--- config.mk ---
export PLATFORM = sky130hd
export DESIGN_NAME = mac_stat_counters
export DESIGN_NICKNAME = d
export VERILOG_FILES = /design/src/logic/stat_pkg.sv /design/src/logic/mac_stat_counters.sv /design/src/logic/stat_counter_bank.sv
export SDC_FILE = /design/constraint.sdc
export NUM_CORES = 1
export LEC_CHECK = 0
export ABC_AREA = 1
export ABC_CLOCK_PERIOD_IN_PS = 2200
export BUFFER_PORTS_ARGS = -buffer_cell sky130_fd_sc_hd__buf_2
export CORE_ASPECT_RATIO = 1.75
export CORE_UTILIZATION = 60
export CTS_CLUSTER_DIAMETER = 120
export DETAILED_ROUTE_END_ITERATION = 6
export PLACE_DENSITY = 0.76
export SYNTH_ARGS = -nofsm -noshare
export SYNTH_HDL_FRONTEND = slang
export SYNTH_SLANG_ARGS = --single-unit
export TNS_END_PERCENT = 50
--- constraint.sdc ---
create_clock -name core_clk -period 2.2 [get_ports core_clk]
set_clock_uncertainty 0.05 [all_clocks]
set_input_delay 0.22 -clock core_clk [delete_from_list [all_inputs] [get_ports core_clk]]
set_output_delay 0.22 -clock core_clk [all_outputs]
set_load 0.005 [all_outputs]
--- src/logic/stat_pkg.sv ---
package stat_pkg;

  // ---------------------------------------------------------------
  // counter bank geometry
  // ---------------------------------------------------------------
  localparam int          CNT_W    = 32;
  localparam int          NUM_CNT  = 13;
  localparam int          IDX_W    = 4;
  localparam int          COLL_W   = 5;
  localparam logic [31:0] CNT_RST  = 32'h0000_0000;

  // byte offsets of each counter in the dump image
  localparam logic [7:0] OFF_TX_GOOD    = 8'h00;
  localparam logic [7:0] OFF_TX_MAXCOLL = 8'h04;
  localparam logic [7:0] OFF_TX_LATE    = 8'h08;
  localparam logic [7:0] OFF_TX_UNDER   = 8'h0c;
  localparam logic [7:0] OFF_TX_LOSTCRS = 8'h10;
  localparam logic [7:0] OFF_TX_DEFER   = 8'h14;
  localparam logic [7:0] OFF_TX_SINGLE  = 8'h18;
  localparam logic [7:0] OFF_TX_MULTI   = 8'h1c;
  localparam logic [7:0] OFF_TX_TOTAL   = 8'h20;
  localparam logic [7:0] OFF_RX_GOOD    = 8'h24;
  localparam logic [7:0] OFF_RX_CRC     = 8'h28;
  localparam logic [7:0] OFF_RX_ALIGN   = 8'h2c;
  localparam logic [7:0] OFF_RX_RES     = 8'h30;

  // counter index is the byte offset divided by four
  localparam int I_TX_GOOD    = OFF_TX_GOOD    / 4;
  localparam int I_TX_MAXCOLL = OFF_TX_MAXCOLL / 4;
  localparam int I_TX_LATE    = OFF_TX_LATE    / 4;
  localparam int I_TX_UNDER   = OFF_TX_UNDER   / 4;
  localparam int I_TX_LOSTCRS = OFF_TX_LOSTCRS / 4;
  localparam int I_TX_DEFER   = OFF_TX_DEFER   / 4;
  localparam int I_TX_SINGLE  = OFF_TX_SINGLE  / 4;
  localparam int I_TX_MULTI   = OFF_TX_MULTI   / 4;
  localparam int I_TX_TOTAL   = OFF_TX_TOTAL   / 4;
  localparam int I_RX_GOOD    = OFF_RX_GOOD    / 4;
  localparam int I_RX_CRC     = OFF_RX_CRC     / 4;
  localparam int I_RX_ALIGN   = OFF_RX_ALIGN   / 4;
  localparam int I_RX_RES     = OFF_RX_RES     / 4;
  localparam logic [IDX_W-1:0] LAST_IDX = 4'hc;

  // ---------------------------------------------------------------
  // software register port
  // ---------------------------------------------------------------
  localparam logic [7:0] REG_CMD    = 8'h00;
  localparam logic [7:0] REG_STATUS = 8'h04;
  localparam logic [7:0] REG_CFG    = 8'h08;

  // command field position and codes
  localparam int         CMD_LSB        = 0;
  localparam logic [2:0] CMD_NOP        = 3'h0;
  localparam logic [2:0] CMD_DUMP       = 3'h1;
  localparam logic [2:0] CMD_DUMP_RESET = 3'h2;

  // status and config bit positions, reset values
  localparam int   ST_BUSY_BIT   = 0;
  localparam int   ST_DONE_BIT   = 1;
  localparam int   ST_MODE_BIT   = 2;
  localparam int   CFG_SAVE_BIT  = 0;
  localparam logic CFG_SAVE_RST  = 1'b0;

  // ---------------------------------------------------------------
  // carriers
  // ---------------------------------------------------------------
  typedef struct packed {
    logic              good;
    logic              max_coll;
    logic              late_coll;
    logic              lost_crs;
    logic              deferred;
    logic [COLL_W-1:0] coll;
  } tx_status_t;

  typedef struct packed {
    logic good_stored;
    logic crc_err;
    logic misaligned;
    logic short_frame;
    logic no_buffer;
    logic bad;
  } rx_status_t;

  typedef struct packed {
    logic [7:0]       addr;
    logic [CNT_W-1:0] data;
  } dump_word_t;

endpackage

--- src/logic/mac_stat_counters.sv ---
`timescale 1ns/1ps
module mac_stat_counters
  import stat_pkg::*;
(
  input  wire logic              core_clk,
  input  wire logic              nrst,
  // software register port
  input  wire logic [7:0]        reg_addr,
  input  wire logic [31:0]       reg_wdata,
  input  wire logic              reg_wr,
  input  wire logic              reg_rd,
  output logic      [31:0]       reg_rdata_q,
  // transmit side events
  input  wire logic              tx_done,
  input  wire tx_status_t        tx_status,
  input  wire logic              tx_underrun,
  // receive side events
  input  wire logic              rx_active,
  input  wire logic              rx_er,
  input  wire logic              rx_done,
  input  wire rx_status_t        rx_status,
  input  wire logic              ru_no_resources,
  // dump image writer
  output logic                   dump_wr_valid,
  output dump_word_t             dump_wr,
  input  wire logic              dump_wr_ready
);

  typedef enum logic [1:0] {
    ST_IDLE  = 2'b00,
    ST_READ  = 2'b01,
    ST_WRITE = 2'b10
  } dump_state_t;

  dump_state_t        state_q;
  logic [IDX_W-1:0]   idx_q;
  logic               reset_mode_q;
  logic               done_q;
  logic               save_bad_q;
  logic               rx_er_seen_q;
  logic [NUM_CNT-1:0] inc;
  logic [COLL_W-1:0]  coll_add;
  logic [CNT_W-1:0]   bank_rdata;
  logic               rx_short;
  logic               rx_align;
  logic               rx_crc;
  logic               cmd_wr;
  logic [2:0]         cmd_code;
  logic               start_dump;
  logic               word_taken;
  logic               last_word;

  // ---------------------------------------------------------------
  // register decode
  // ---------------------------------------------------------------

  // command opcode sits in the low bits of a command write
  assign cmd_wr     = reg_wr && reg_addr == REG_CMD;
  assign cmd_code   = reg_wdata[CMD_LSB +: 3];
  // commands arriving during a dump are dropped, not queued
  assign start_dump = cmd_wr && state_q == ST_IDLE &&
                      (cmd_code == CMD_DUMP ||
                       cmd_code == CMD_DUMP_RESET);

  // configuration: save-bad-frames steers the resource count
  always_ff @(posedge core_clk or negedge nrst) begin
    if (!nrst) begin
      save_bad_q <= CFG_SAVE_RST;
    end else if (reg_wr && reg_addr == REG_CFG) begin
      save_bad_q <= reg_wdata[CFG_SAVE_BIT];
    end
  end

  // read data one cycle after the strobe; unmapped reads give zero
  always_ff @(posedge core_clk or negedge nrst) begin
    if (!nrst) begin
      reg_rdata_q <= 32'h0000_0000;
    end else if (reg_rd) begin
      reg_rdata_q <= 32'h0000_0000;
      case (reg_addr)
        REG_STATUS: begin
          reg_rdata_q[ST_BUSY_BIT] <= state_q != ST_IDLE;
          reg_rdata_q[ST_DONE_BIT] <= done_q;
          reg_rdata_q[ST_MODE_BIT] <= reset_mode_q;
        end
        REG_CFG: begin
          reg_rdata_q[CFG_SAVE_BIT] <= save_bad_q;
        end
        default: begin
          reg_rdata_q <= 32'h0000_0000;
        end
      endcase
    end
  end

  // ---------------------------------------------------------------
  // transmit and receive event decode
  // ---------------------------------------------------------------

  // every tx counter except underrun is qualified by the end-of-frame
  // strobe; a frame may light several of them at once
  always_comb begin
    inc                = '0;
    inc[I_TX_GOOD]     = tx_done && tx_status.good;
    inc[I_TX_MAXCOLL]  = tx_done && tx_status.max_coll;
    inc[I_TX_LATE]     = tx_done && tx_status.late_coll;
    inc[I_TX_UNDER]    = tx_underrun;
    inc[I_TX_LOSTCRS]  = tx_done && tx_status.good &&
                         tx_status.lost_crs;
    inc[I_TX_DEFER]    = tx_done && tx_status.deferred;
    inc[I_TX_SINGLE]   = tx_done && tx_status.good &&
                         tx_status.coll == COLL_W'(1);
    inc[I_TX_MULTI]    = tx_done && tx_status.good &&
                         tx_status.coll > COLL_W'(1);
    inc[I_RX_GOOD]     = rx_done && rx_status.good_stored;
    inc[I_RX_CRC]      = rx_done && rx_crc;
    inc[I_RX_ALIGN]    = rx_done && rx_align;
    inc[I_RX_RES]      = rx_done &&
                         (ru_no_resources ||
                          (rx_status.no_buffer &&
                           !(save_bad_q && rx_status.bad)));
  end

  // total collisions adds the whole per-frame count in one go
  assign coll_add = tx_done ? tx_status.coll : '0;

  // ---------------------------------------------------------------
  // receive error classification
  // ---------------------------------------------------------------

  // the media error pin is remembered across the frame so it can
  // only ever add one crc count, at the frame's end
  always_ff @(posedge core_clk or negedge nrst) begin
    if (!nrst) begin
      rx_er_seen_q <= 1'b0;
    end else if (rx_done) begin
      rx_er_seen_q <= 1'b0;
    end else if (rx_active && rx_er) begin
      rx_er_seen_q <= 1'b1;
    end
  end

  // short wins over alignment, alignment over plain crc; the short
  // counter itself lives outside this bank
  assign rx_short = rx_status.short_frame;
  assign rx_align = !rx_short && rx_status.misaligned &&
                    rx_status.crc_err;
  assign rx_crc   = !rx_short && !rx_align &&
                    (rx_status.crc_err || rx_er_seen_q ||
                     (rx_active && rx_er));

  // ---------------------------------------------------------------
  // dump engine
  // ---------------------------------------------------------------

  assign word_taken = state_q == ST_WRITE && dump_wr_ready;
  assign last_word  = idx_q == LAST_IDX;

  // walks the bank one word per read/write pair; write side may
  // stall the walk for as long as it likes
  always_ff @(posedge core_clk or negedge nrst) begin
    if (!nrst) begin
      state_q <= ST_IDLE;
    end else begin
      case (state_q)
        ST_IDLE: begin
          if (start_dump) begin
            state_q <= ST_READ;
          end
        end
        ST_READ: begin
          state_q <= ST_WRITE;
        end
        ST_WRITE: begin
          if (word_taken) begin
            state_q <= last_word ? ST_IDLE : ST_READ;
          end
        end
        default: begin
          state_q <= ST_IDLE;
        end
      endcase
    end
  end

  // word index and dump flavour
  always_ff @(posedge core_clk or negedge nrst) begin
    if (!nrst) begin
      idx_q        <= '0;
      reset_mode_q <= 1'b0;
    end else if (start_dump) begin
      idx_q        <= '0;
      reset_mode_q <= cmd_code == CMD_DUMP_RESET;
    end else if (word_taken && !last_word) begin
      idx_q        <= idx_q + IDX_W'(1);
    end
  end

  // completion flag: set on the last word, cleared by a status read
  // or a new dump; the set wins a same-cycle clear
  always_ff @(posedge core_clk or negedge nrst) begin
    if (!nrst) begin
      done_q <= 1'b0;
    end else if (word_taken && last_word) begin
      done_q <= 1'b1;
    end else if ((reg_rd && reg_addr == REG_STATUS) || start_dump) begin
      done_q <= 1'b0;
    end
  end

  assign dump_wr_valid = state_q == ST_WRITE;
  assign dump_wr.addr  = {2'b00, idx_q, 2'b00};
  assign dump_wr.data  = bank_rdata;

  // capture and clear happen on the same edge per counter, so an
  // event arriving then lands in the fresh count
  stat_counter_bank u_bank (
    .core_clk (core_clk),
    .nrst     (nrst),
    .inc      (inc),
    .coll_add (coll_add),
    .rd_en    (state_q == ST_READ),
    .clr_en   (state_q == ST_READ && reset_mode_q),
    .rd_idx   (idx_q),
    .rdata_q  (bank_rdata)
  );

  // ---------------------------------------------------------------
  // assertions
  // ---------------------------------------------------------------

  property p_inc_at_end;
    @(posedge core_clk) disable iff (!nrst)
    (|inc) |-> (tx_done || rx_done || tx_underrun);
  endproperty
  a_inc_at_end: assert property (p_inc_at_end)
    else $error("counter bumped outside frame end");

  property p_dump_start;
    @(posedge core_clk) disable iff (!nrst)
    start_dump |=> state_q == ST_READ ##1 dump_wr_valid;
  endproperty
  a_dump_start: assert property (p_dump_start)
    else $error("dump did not start");

  property p_tx_good;
    @(posedge core_clk) disable iff (!nrst)
    inc[I_TX_GOOD] |-> tx_done && tx_status.good && !inc[I_TX_LATE];
  endproperty
  a_tx_good: assert property (p_tx_good)
    else $error("tx good counted without good completion");

  property p_single_coll;
    @(posedge core_clk) disable iff (!nrst)
    inc[I_TX_SINGLE] |-> coll_add == COLL_W'(1) && !inc[I_TX_MULTI];
  endproperty
  a_single_coll: assert property (p_single_coll)
    else $error("single collision count wrong");

  property p_total_coll;
    @(posedge core_clk) disable iff (!nrst)
    inc[I_TX_MULTI] |-> coll_add > COLL_W'(1);
  endproperty
  a_total_coll: assert property (p_total_coll)
    else $error("total collisions not added");

  property p_rx_er_once;
    @(posedge core_clk) disable iff (!nrst)
    rx_done |=> !rx_er_seen_q || (rx_active && $past(rx_er));
  endproperty
  a_rx_er_once: assert property (p_rx_er_once)
    else $error("rx error memory not cleared at frame end");

  property p_rx_excl;
    @(posedge core_clk) disable iff (!nrst)
    rx_done |-> $onehot0({inc[I_RX_CRC], inc[I_RX_ALIGN], rx_short}) ||
                !(inc[I_RX_CRC] || inc[I_RX_ALIGN]);
  endproperty
  a_rx_excl: assert property (p_rx_excl)
    else $error("rx error counters not exclusive");

  property p_res_bad;
    @(posedge core_clk) disable iff (!nrst)
    inc[I_RX_RES] && save_bad_q && rx_status.bad |-> ru_no_resources;
  endproperty
  a_res_bad: assert property (p_res_bad)
    else $error("saved bad frame counted as resource error");

  property p_dump_walk;
    @(posedge core_clk) disable iff (!nrst)
    word_taken && !last_word |=> state_q == ST_READ &&
                                 idx_q == $past(idx_q) + IDX_W'(1);
  endproperty
  a_dump_walk: assert property (p_dump_walk)
    else $error("dump walk skipped a counter");

  property p_underrun;
    @(posedge core_clk) disable iff (!nrst)
    tx_underrun |-> inc[I_TX_UNDER];
  endproperty
  a_underrun: assert property (p_underrun)
    else $error("underrun event not counted");

  property p_res_nores;
    @(posedge core_clk) disable iff (!nrst)
    rx_done && ru_no_resources |-> inc[I_RX_RES];
  endproperty
  a_res_nores: assert property (p_res_nores)
    else $error("frame in no-resources state not counted");

  property p_er_in_frame;
    @(posedge core_clk) disable iff (!nrst)
    $rose(rx_er_seen_q) |-> $past(rx_active) && $past(rx_er);
  endproperty
  a_er_in_frame: assert property (p_er_in_frame)
    else $error("rx error memory set outside a frame");

  property p_dump_hold;
    @(posedge core_clk) disable iff (!nrst)
    dump_wr_valid && !dump_wr_ready |=> dump_wr_valid && $stable(dump_wr);
  endproperty
  a_dump_hold: assert property (p_dump_hold)
    else $error("dump word changed while stalled");

  property p_busy_cmd;
    @(posedge core_clk) disable iff (!nrst)
    cmd_wr && state_q != ST_IDLE |=> $stable(reset_mode_q);
  endproperty
  a_busy_cmd: assert property (p_busy_cmd)
    else $error("command taken while dump busy");

  property p_dump_end;
    @(posedge core_clk) disable iff (!nrst)
    word_taken && last_word |=> state_q == ST_IDLE && done_q;
  endproperty
  a_dump_end: assert property (p_dump_end)
    else $error("dump did not finish after last word");

endmodule

--- src/logic/stat_counter_bank.sv ---
`timescale 1ns/1ps
module stat_counter_bank
  import stat_pkg::*;
(
  input  wire logic                 core_clk,
  input  wire logic                 nrst,
  input  wire logic [NUM_CNT-1:0]   inc,
  input  wire logic [COLL_W-1:0]    coll_add,
  input  wire logic                 rd_en,
  input  wire logic                 clr_en,
  input  wire logic [IDX_W-1:0]     rd_idx,
  output logic      [CNT_W-1:0]     rdata_q
);

  logic [CNT_W-1:0] cnt_q [NUM_CNT];

  // ---------------------------------------------------------------
  // amount added to one counter this cycle
  // ---------------------------------------------------------------
  function automatic logic [CNT_W-1:0] step(input int i,
                                            input logic b,
                                            input logic [COLL_W-1:0] n);
    if (i == I_TX_TOTAL) begin
      step = {{(CNT_W-COLL_W){1'b0}}, n};
    end else begin
      step = {{(CNT_W-1){1'b0}}, b};
    end
  endfunction

  // counters wrap silently; a clear keeps this cycle's event so
  // nothing is lost between snapshot and zeroing
  always_ff @(posedge core_clk or negedge nrst) begin
    if (!nrst) begin
      for (int i = 0; i < NUM_CNT; i++) begin
        cnt_q[i] <= CNT_RST;
      end
    end else begin
      for (int i = 0; i < NUM_CNT; i++) begin
        if (clr_en && rd_idx == IDX_W'(i)) begin
          cnt_q[i] <= step(i, inc[i], coll_add);
        end else begin
          cnt_q[i] <= cnt_q[i] + step(i, inc[i], coll_add);
        end
      end
    end
  end

  // registered read port holds the pre-update value
  always_ff @(posedge core_clk or negedge nrst) begin
    if (!nrst) begin
      rdata_q <= CNT_RST;
    end else if (rd_en) begin
      rdata_q <= cnt_q[rd_idx];
    end
  end

endmodule

**Yosys cells after proc, flatten, opt, wreduce, memory -nomap -nowiden**

Cells that the tools add are included.

- Register bits after elaboration: 461
- Input port bits: 67
- Output and inout port bits: 73
- Logic and storage cells: 158

- Add/subtract/negate cells: 14
- $lt $le $gt $ge: 2
- Equality and inequality tests: 21
- Multiplexer cells: 42
- Bitwise logic cells: 1
- Reduce and logical (&&, ||, !) cells: 57

Operators by type and width:

| operator | count |
|---|---|
| 2-to-1 mux 32 bit | 28 |
| adder 32 bit | 13 |
| binary-select mux 32 bit (select 4 bit) | 1 |
| logical AND 1 bit | 40 |
| equality test 4 bit, second input constant | 5 |
| equality test 4 x 3 -> 1 bit, second input constant | 4 |
| equality test 4 x 2 -> 1 bit, second input constant | 2 |
| equality test 8 x 3 -> 1 bit, second input constant | 1 |
| equality test 8 x 4 -> 1 bit, second input constant | 1 |
| logical NOT 8 bit | 1 |
| 2-to-1 mux 4 bit | 2 |
| nonzero test 2 bit | 4 |
| 2-to-1 mux 2 bit | 3 |
| case mux 2 bit (3 select lines) | 1 |
| equality test 5 x 1 -> 1 bit, second input constant | 1 |
| >= comparator 5 bit, second input constant | 1 |
| > comparator 5 x 1 -> 1 bit, second input constant | 1 |
| logical OR 1 bit | 5 |
| 2-to-1 mux 1 bit | 5 |
| 2-to-1 mux 5 bit | 1 |
| NOT 4 -> 5 bit | 1 |
| adder 4 x 1 -> 4 bit, second input constant | 1 |
| equality test 4 x 1 -> 1 bit, second input constant | 1 |
| logical NOT 1 bit | 4 |
| 10 further kinds | 10 |

**Logic depth before layout (Yosys ltp)**

- Depth in word-level cells: 10
- Depth in mapped cells: 15
- Depth with buffers taken out: 14

**Cells and area by module**

A second synthesis with hierarchy kept.

- Cell total of the unflattened synthesis: 4512
- Area total of the unflattened synthesis: 29047.9 sq um

Modules (own cells, without submodules):

| module | times used | cells an instance | area each (sq um) | sequential area each (sq um) |
|---|---|---|---|---|
| stat_counter_bank | 1 | 4338 | 27885.5 | 11210.8 |
| mac_stat_counters | 1 | 174 | 1162.4 | 325.3 |

**Worst setup path before layout**

OpenSTA, ideal clock, no wires.

- Path kind: input to register
- Start: input tx_done
- End: register u_bank.cnt_q[222] (netlist bit)
- Setup time: 0.077 ns
- Data arrival time: 1.875 ns
- Required time: 2.073 ns
- Slack: 0.198 ns
- Stages: 11
- Buffers on the path: 1
- Path through: clkbuf_1 nand2_1 nor2_1 ha_1 ha_1 nand2_1 nor2_1 nand2_1 nor2_2 nand3_1 a21oi_1

- Longest elaborated chain between the ends: 5

Ends and longest elaborated chain:

| what | line | text |
|---|---|---|
| start: declaration | mac_stat_counters.sv:14 | `input wire logic tx_done,` |
| logical AND 1 bit (2 in a row) | mac_stat_counters.sv:111 | `inc[I_TX_SINGLE] = tx_done && tx_status.good &&` |
| 2-to-1 mux 32 bit | stat_counter_bank.sv:39 | `if (clr_en && rd_idx == IDX_W'(i)) begin` |
| adder 32 bit | stat_counter_bank.sv:42 | `cnt_q[i] <= cnt_q[i] + step(i, inc[i], coll_add);` |
| 2-to-1 mux 32 bit | stat_counter_bank.sv:39 |  |
| end signal: indexed assignment | stat_counter_bank.sv:40 | `cnt_q[i] <= step(i, inc[i], coll_add);` |
| end signal: indexed assignment | stat_counter_bank.sv:42 |  |
| end: declaration | stat_counter_bank.sv:15 | `logic [CNT_W-1:0] cnt_q [NUM_CNT];` |

Every way passes these cells. The select of a mux whose other input is x is not followed.
A chain may end at the register's enable or synchronous reset.

**Worst setup path in the final report**

- Start: register idx_q[0]
- End: register u_bank.rdata_q[3]

- Longest elaborated chain between the ends: 4

Ends and longest elaborated chain:

| what | line | text |
|---|---|---|
| start: declaration | mac_stat_counters.sv:36 | `logic [IDX_W-1:0] idx_q;` |
| start signal: assignment | mac_stat_counters.sv:195 | `idx_q <= idx_q + IDX_W'(1);` |
| NOT 4 -> 5 bit (not written as such) | stat_counter_bank.sv:53 | `rdata_q <= cnt_q[rd_idx];` |
| binary-select mux 32 bit (select 4 bit) | stat_counter_bank.sv:53 |  |
| 2-to-1 mux 32 bit (not written as such) (2 in a row) | stat_counter_bank.sv:53 |  |
| end signal: assignment | stat_counter_bank.sv:53 |  |
| end: declaration | stat_counter_bank.sv:12 | `output logic [CNT_W-1:0] rdata_q` |

Every way passes these cells. The select of a mux whose other input is x is not followed.

==> summary.txt <==
Outcome
  – Status: finished, final reports clean

Place
  – Post-DP Area: ~32000 um^2
  – Pre-CTS WS: -0.110 ns
  – RePlAce Congestion: approximately 1.0
  – PortBufs: 77
  – HPWL Detailed: a little over 80 mm

Power and ir drop
  – Power per cell area: around 1100 nW/um^2
  – Leak Pwr: ~0.017 uW
  – VDD IR max: roughly 1000 uV

Cells and area
  – Number of fill cells in the layout: 4470
  – Commonest non-fill, non-tap cell in the layout: nand2_1
  – NumNets Final: 4978
  – Final Instance Area: roughly 34000 um^2
  – Commonest non-fill, non-tap cells in the layout: nand2_1, nor2_1, inv_1, dfrtp_1, nand3_1
  – Area Growth Syn to Fin: 14.5%
  – Antenna cells: 0
  – Layout cells sized above 1: 9.47%

Logic synthesis
  – Synth Warn #: 0
  – Cell area after synthesis: roughly 30000 um^2
  – Top area cells in the synthesized netlist: dfrtp_1, nand2_1, nor2_1
  – Synthesized area per cell: between 6 and 7 um^2
  – Synth Flop Type: dfrtp_1
  – Unique masters post-synth: 38
  – Post-synth ARST share: 100%
  – EDFF count, synth: 0
  – Biggest area consumer among synthesized cells: dfrtp_1
  – Sequential fraction of the synthesis area: between 30% and 40%
  – Synth top area share: between 30% and 40%
  – Cells after Synth: ~4700
  – Seq cells post-synth: roughly 460

Die
  – Core area: between 40000 and 50000 um^2
  – I/O pin count: 140
  – Die X: around 170 um
  – Site Rows: approximately 110
  – Die area: roughly 51000 um^2
  – Starting density of the core: between 60 and 70%
  – Die Ht: approximately 300 um

STA
  – Fin crit share: 97.1%
  – Final Hold Viols: 0
  – Post-layout min period: ~2.1 ns
  – Slew HR: 46.3%
  – Worst-Margin Slew: approximately 0.8 ns
  – Max Clock Freq: approximately 470 MHz
  – Setup WS post-layout: between 0.06 and 0.07 ns
  – Slew Viols, Final: 0
  – Endpoints failing setup: 0

Clock tree
  – Cts bufs inserted: 47
  – CTS Sinks: 461
  – CTS clk-pin slew, worst paths: roughly 0.070 ns
  – CTS tree: built
  – H-tree depth: 2
  – Latest clock arrival within the worst-skew pair: 0.60 ns
  – CTS Buffer Depth: 3
  – Root Buffer Master: clkbuf_16

Worst setup path
  – Slowest CP cell: dfrtp_4
  – Startpoint types: flop
  – Worst path arrival time: approximately 2.6 ns
  – Worst Reg-to-Reg Cells: 8
  – Setup CP Type: reg2reg
  – Crit-path cells: buf_12 > buf_4 > o21ai_0 > nand2_1 > nand2_1 > nand2_1 > nor2_1 > nor2_1
  – CP Capture Type: flop
  – Cell mode on critical path: nand2_1
  – CP max FO: 28
  – R2r setup slk: roughly 0.063 ns
  – CP max stage delay: ~0.52 ns
  – Worst flop-to-flop path startpoint: idx_q[0]
  – Worst EP required: about 2.7 ns
  – End of the worst register-to-register path: u_bank.rdata_q[3]

Detailed routing
  – ANT nets after route: 0
  – Routed vias/inst: around 5.7
  – DRT Wirelength: ~110 mm
  – WL per Instance: just under 20 um
  – First-pass DRT Iterations: 6
  – Routed via count: 31660
  – DR iter-0 viols: about 2900
  – DRC viols: 0

Hold path
  – Hold Crit Start: reg_wdata[1]
  – HP Class: in2reg
  – Hold Path End: reset_mode_q
  – Hold Crit Depth: 5

Flow run
  – MaxCap Viol Count: 0

Global route
  – GRT Total Usage: 42.9%
  – First-pass GRT wire length: approximately 170 mm
  – Grt total ovfl: 0
  – Largest net degree at the start of global routing: between 90 and 100
  – Initial antenna violation count: 1
  – Vias in the first global route: 30810
## flip-flops by register name (all words and copies together) (netlist names)
signal	flops
reg_rdata_q	3
state_q	2
u_bank.cnt_q	416
rx_er_seen_q	1
idx_q	4
reset_mode_q	1
save_bad_q	1
done_q	1
u_bank.rdata_q	32
## report_power, final
group | switching [uW] | internal [uW] | total (uW)
Sequential | 2250 | 10500 | 12700
Combinational | 9960 | 4510 | 14500
Clock | 3680 | 5410 | 9100
Total | 15900 | 20400 | 36300
## worst max path at each step
stage,slack (ns),end,from,depth (start not counted)
after CTS,0.007,u_bank.cnt_q[95],rx_er_seen_q,12
after global placement,-0.07,u_bank.cnt_q[51],rx_done,13
after global routing,-0.03,u_bank.cnt_q[31],save_bad_q,14
after detailed placement,-0.11,u_bank.cnt_q[26],save_bad_q,12
final,0.06,u_bank.rdata_q[3],idx_q[0],8
after floorplan,0.20,u_bank.cnt_q[222],tx_done,11
## per-layer routing
layer | up-vias | GRT usage (%) | share of wire, %
met3 | 489 | 7.17 | 6.6
met1 | 14672 | 46.5 | 35
met5 | - | 0 | 0.011
li1 | 15111 | - | -
met4 | 2 | 36.5 | 10
met2 | 1386 | 72.1 | 48
## metrics by stage
stage	power [uW]	setup TNS (ns)	utilization [%]	hold slack [ns]	cells
finish	36300	0	69.5	0.0308	5570
CTS	35800	0	69.2	0.00407	5569
global placement	26400	-0.519	65.2	0.0747	5463
detailed placement	26700	-2.13	65.2	0.0783	5463
global route	38100	-0.183	69.5	0.0620	5570
floorplan	20600	0	-	-0.126	4684
## kinds of logic (layout without fill, tap and decap cells)
kind of cell / count (synthesis) / after routing / synth area share, %
AO/OA/AOI/OAI: 502 / 502 / 9.03
XOR/XNOR: 74 / 74 / 2.15
adder cells (fa/ha/maj): 34 / 34 / 1.44
buffers and inverters: 668 / 894 / 9.34
flip-flops: 461 / 461 / 38.3
other: 1 / 33 / 0.0125
AND/OR/NAND/NOR: 2912 / 2912 / 39.7
## Yosys cell counts (all sizes together), types with 26 or more instances
cell,n
dfrtp,461
buf,126
nor3,186
nand3,339
ha,33
xor2,68
o211ai,65
nor2,908
inv,515
nand2,1421
a21oi,222
o21ai,196
clkbuf,26
## what timing repair did
action,4_1_cts,5_1_grt
gates resized for setup,6,45
hold buffers,24,0
setup endpoints to repair,8,67
pin swaps,2,10
hold endpoints to repair,457,0
buffers inserted,0,1
## critical path: cells and delay by family, from the launching register on
kind / cells / cell delay, ns
and+or+nand+nor: 5 / 0.77
DFF: 1 / 0.52
buffers and inverters: 2 / 0.41
AOI/OAI and AO/OA: 1 / 0.29
## cell type report
class	instances	area, um^2	share of cell area (%)
well taps	660	826	2.40
flip-flops and latches	461	11500	33.5
clock buffers	62	1370	3.96
multi-input cells	3555	16000	46.5
inverters	516	1940	5.63
clock inverters	20	342	0.992
repair buffers	296	2410	7.00
No activity file was read; power rests on OpenSTA's default activity.
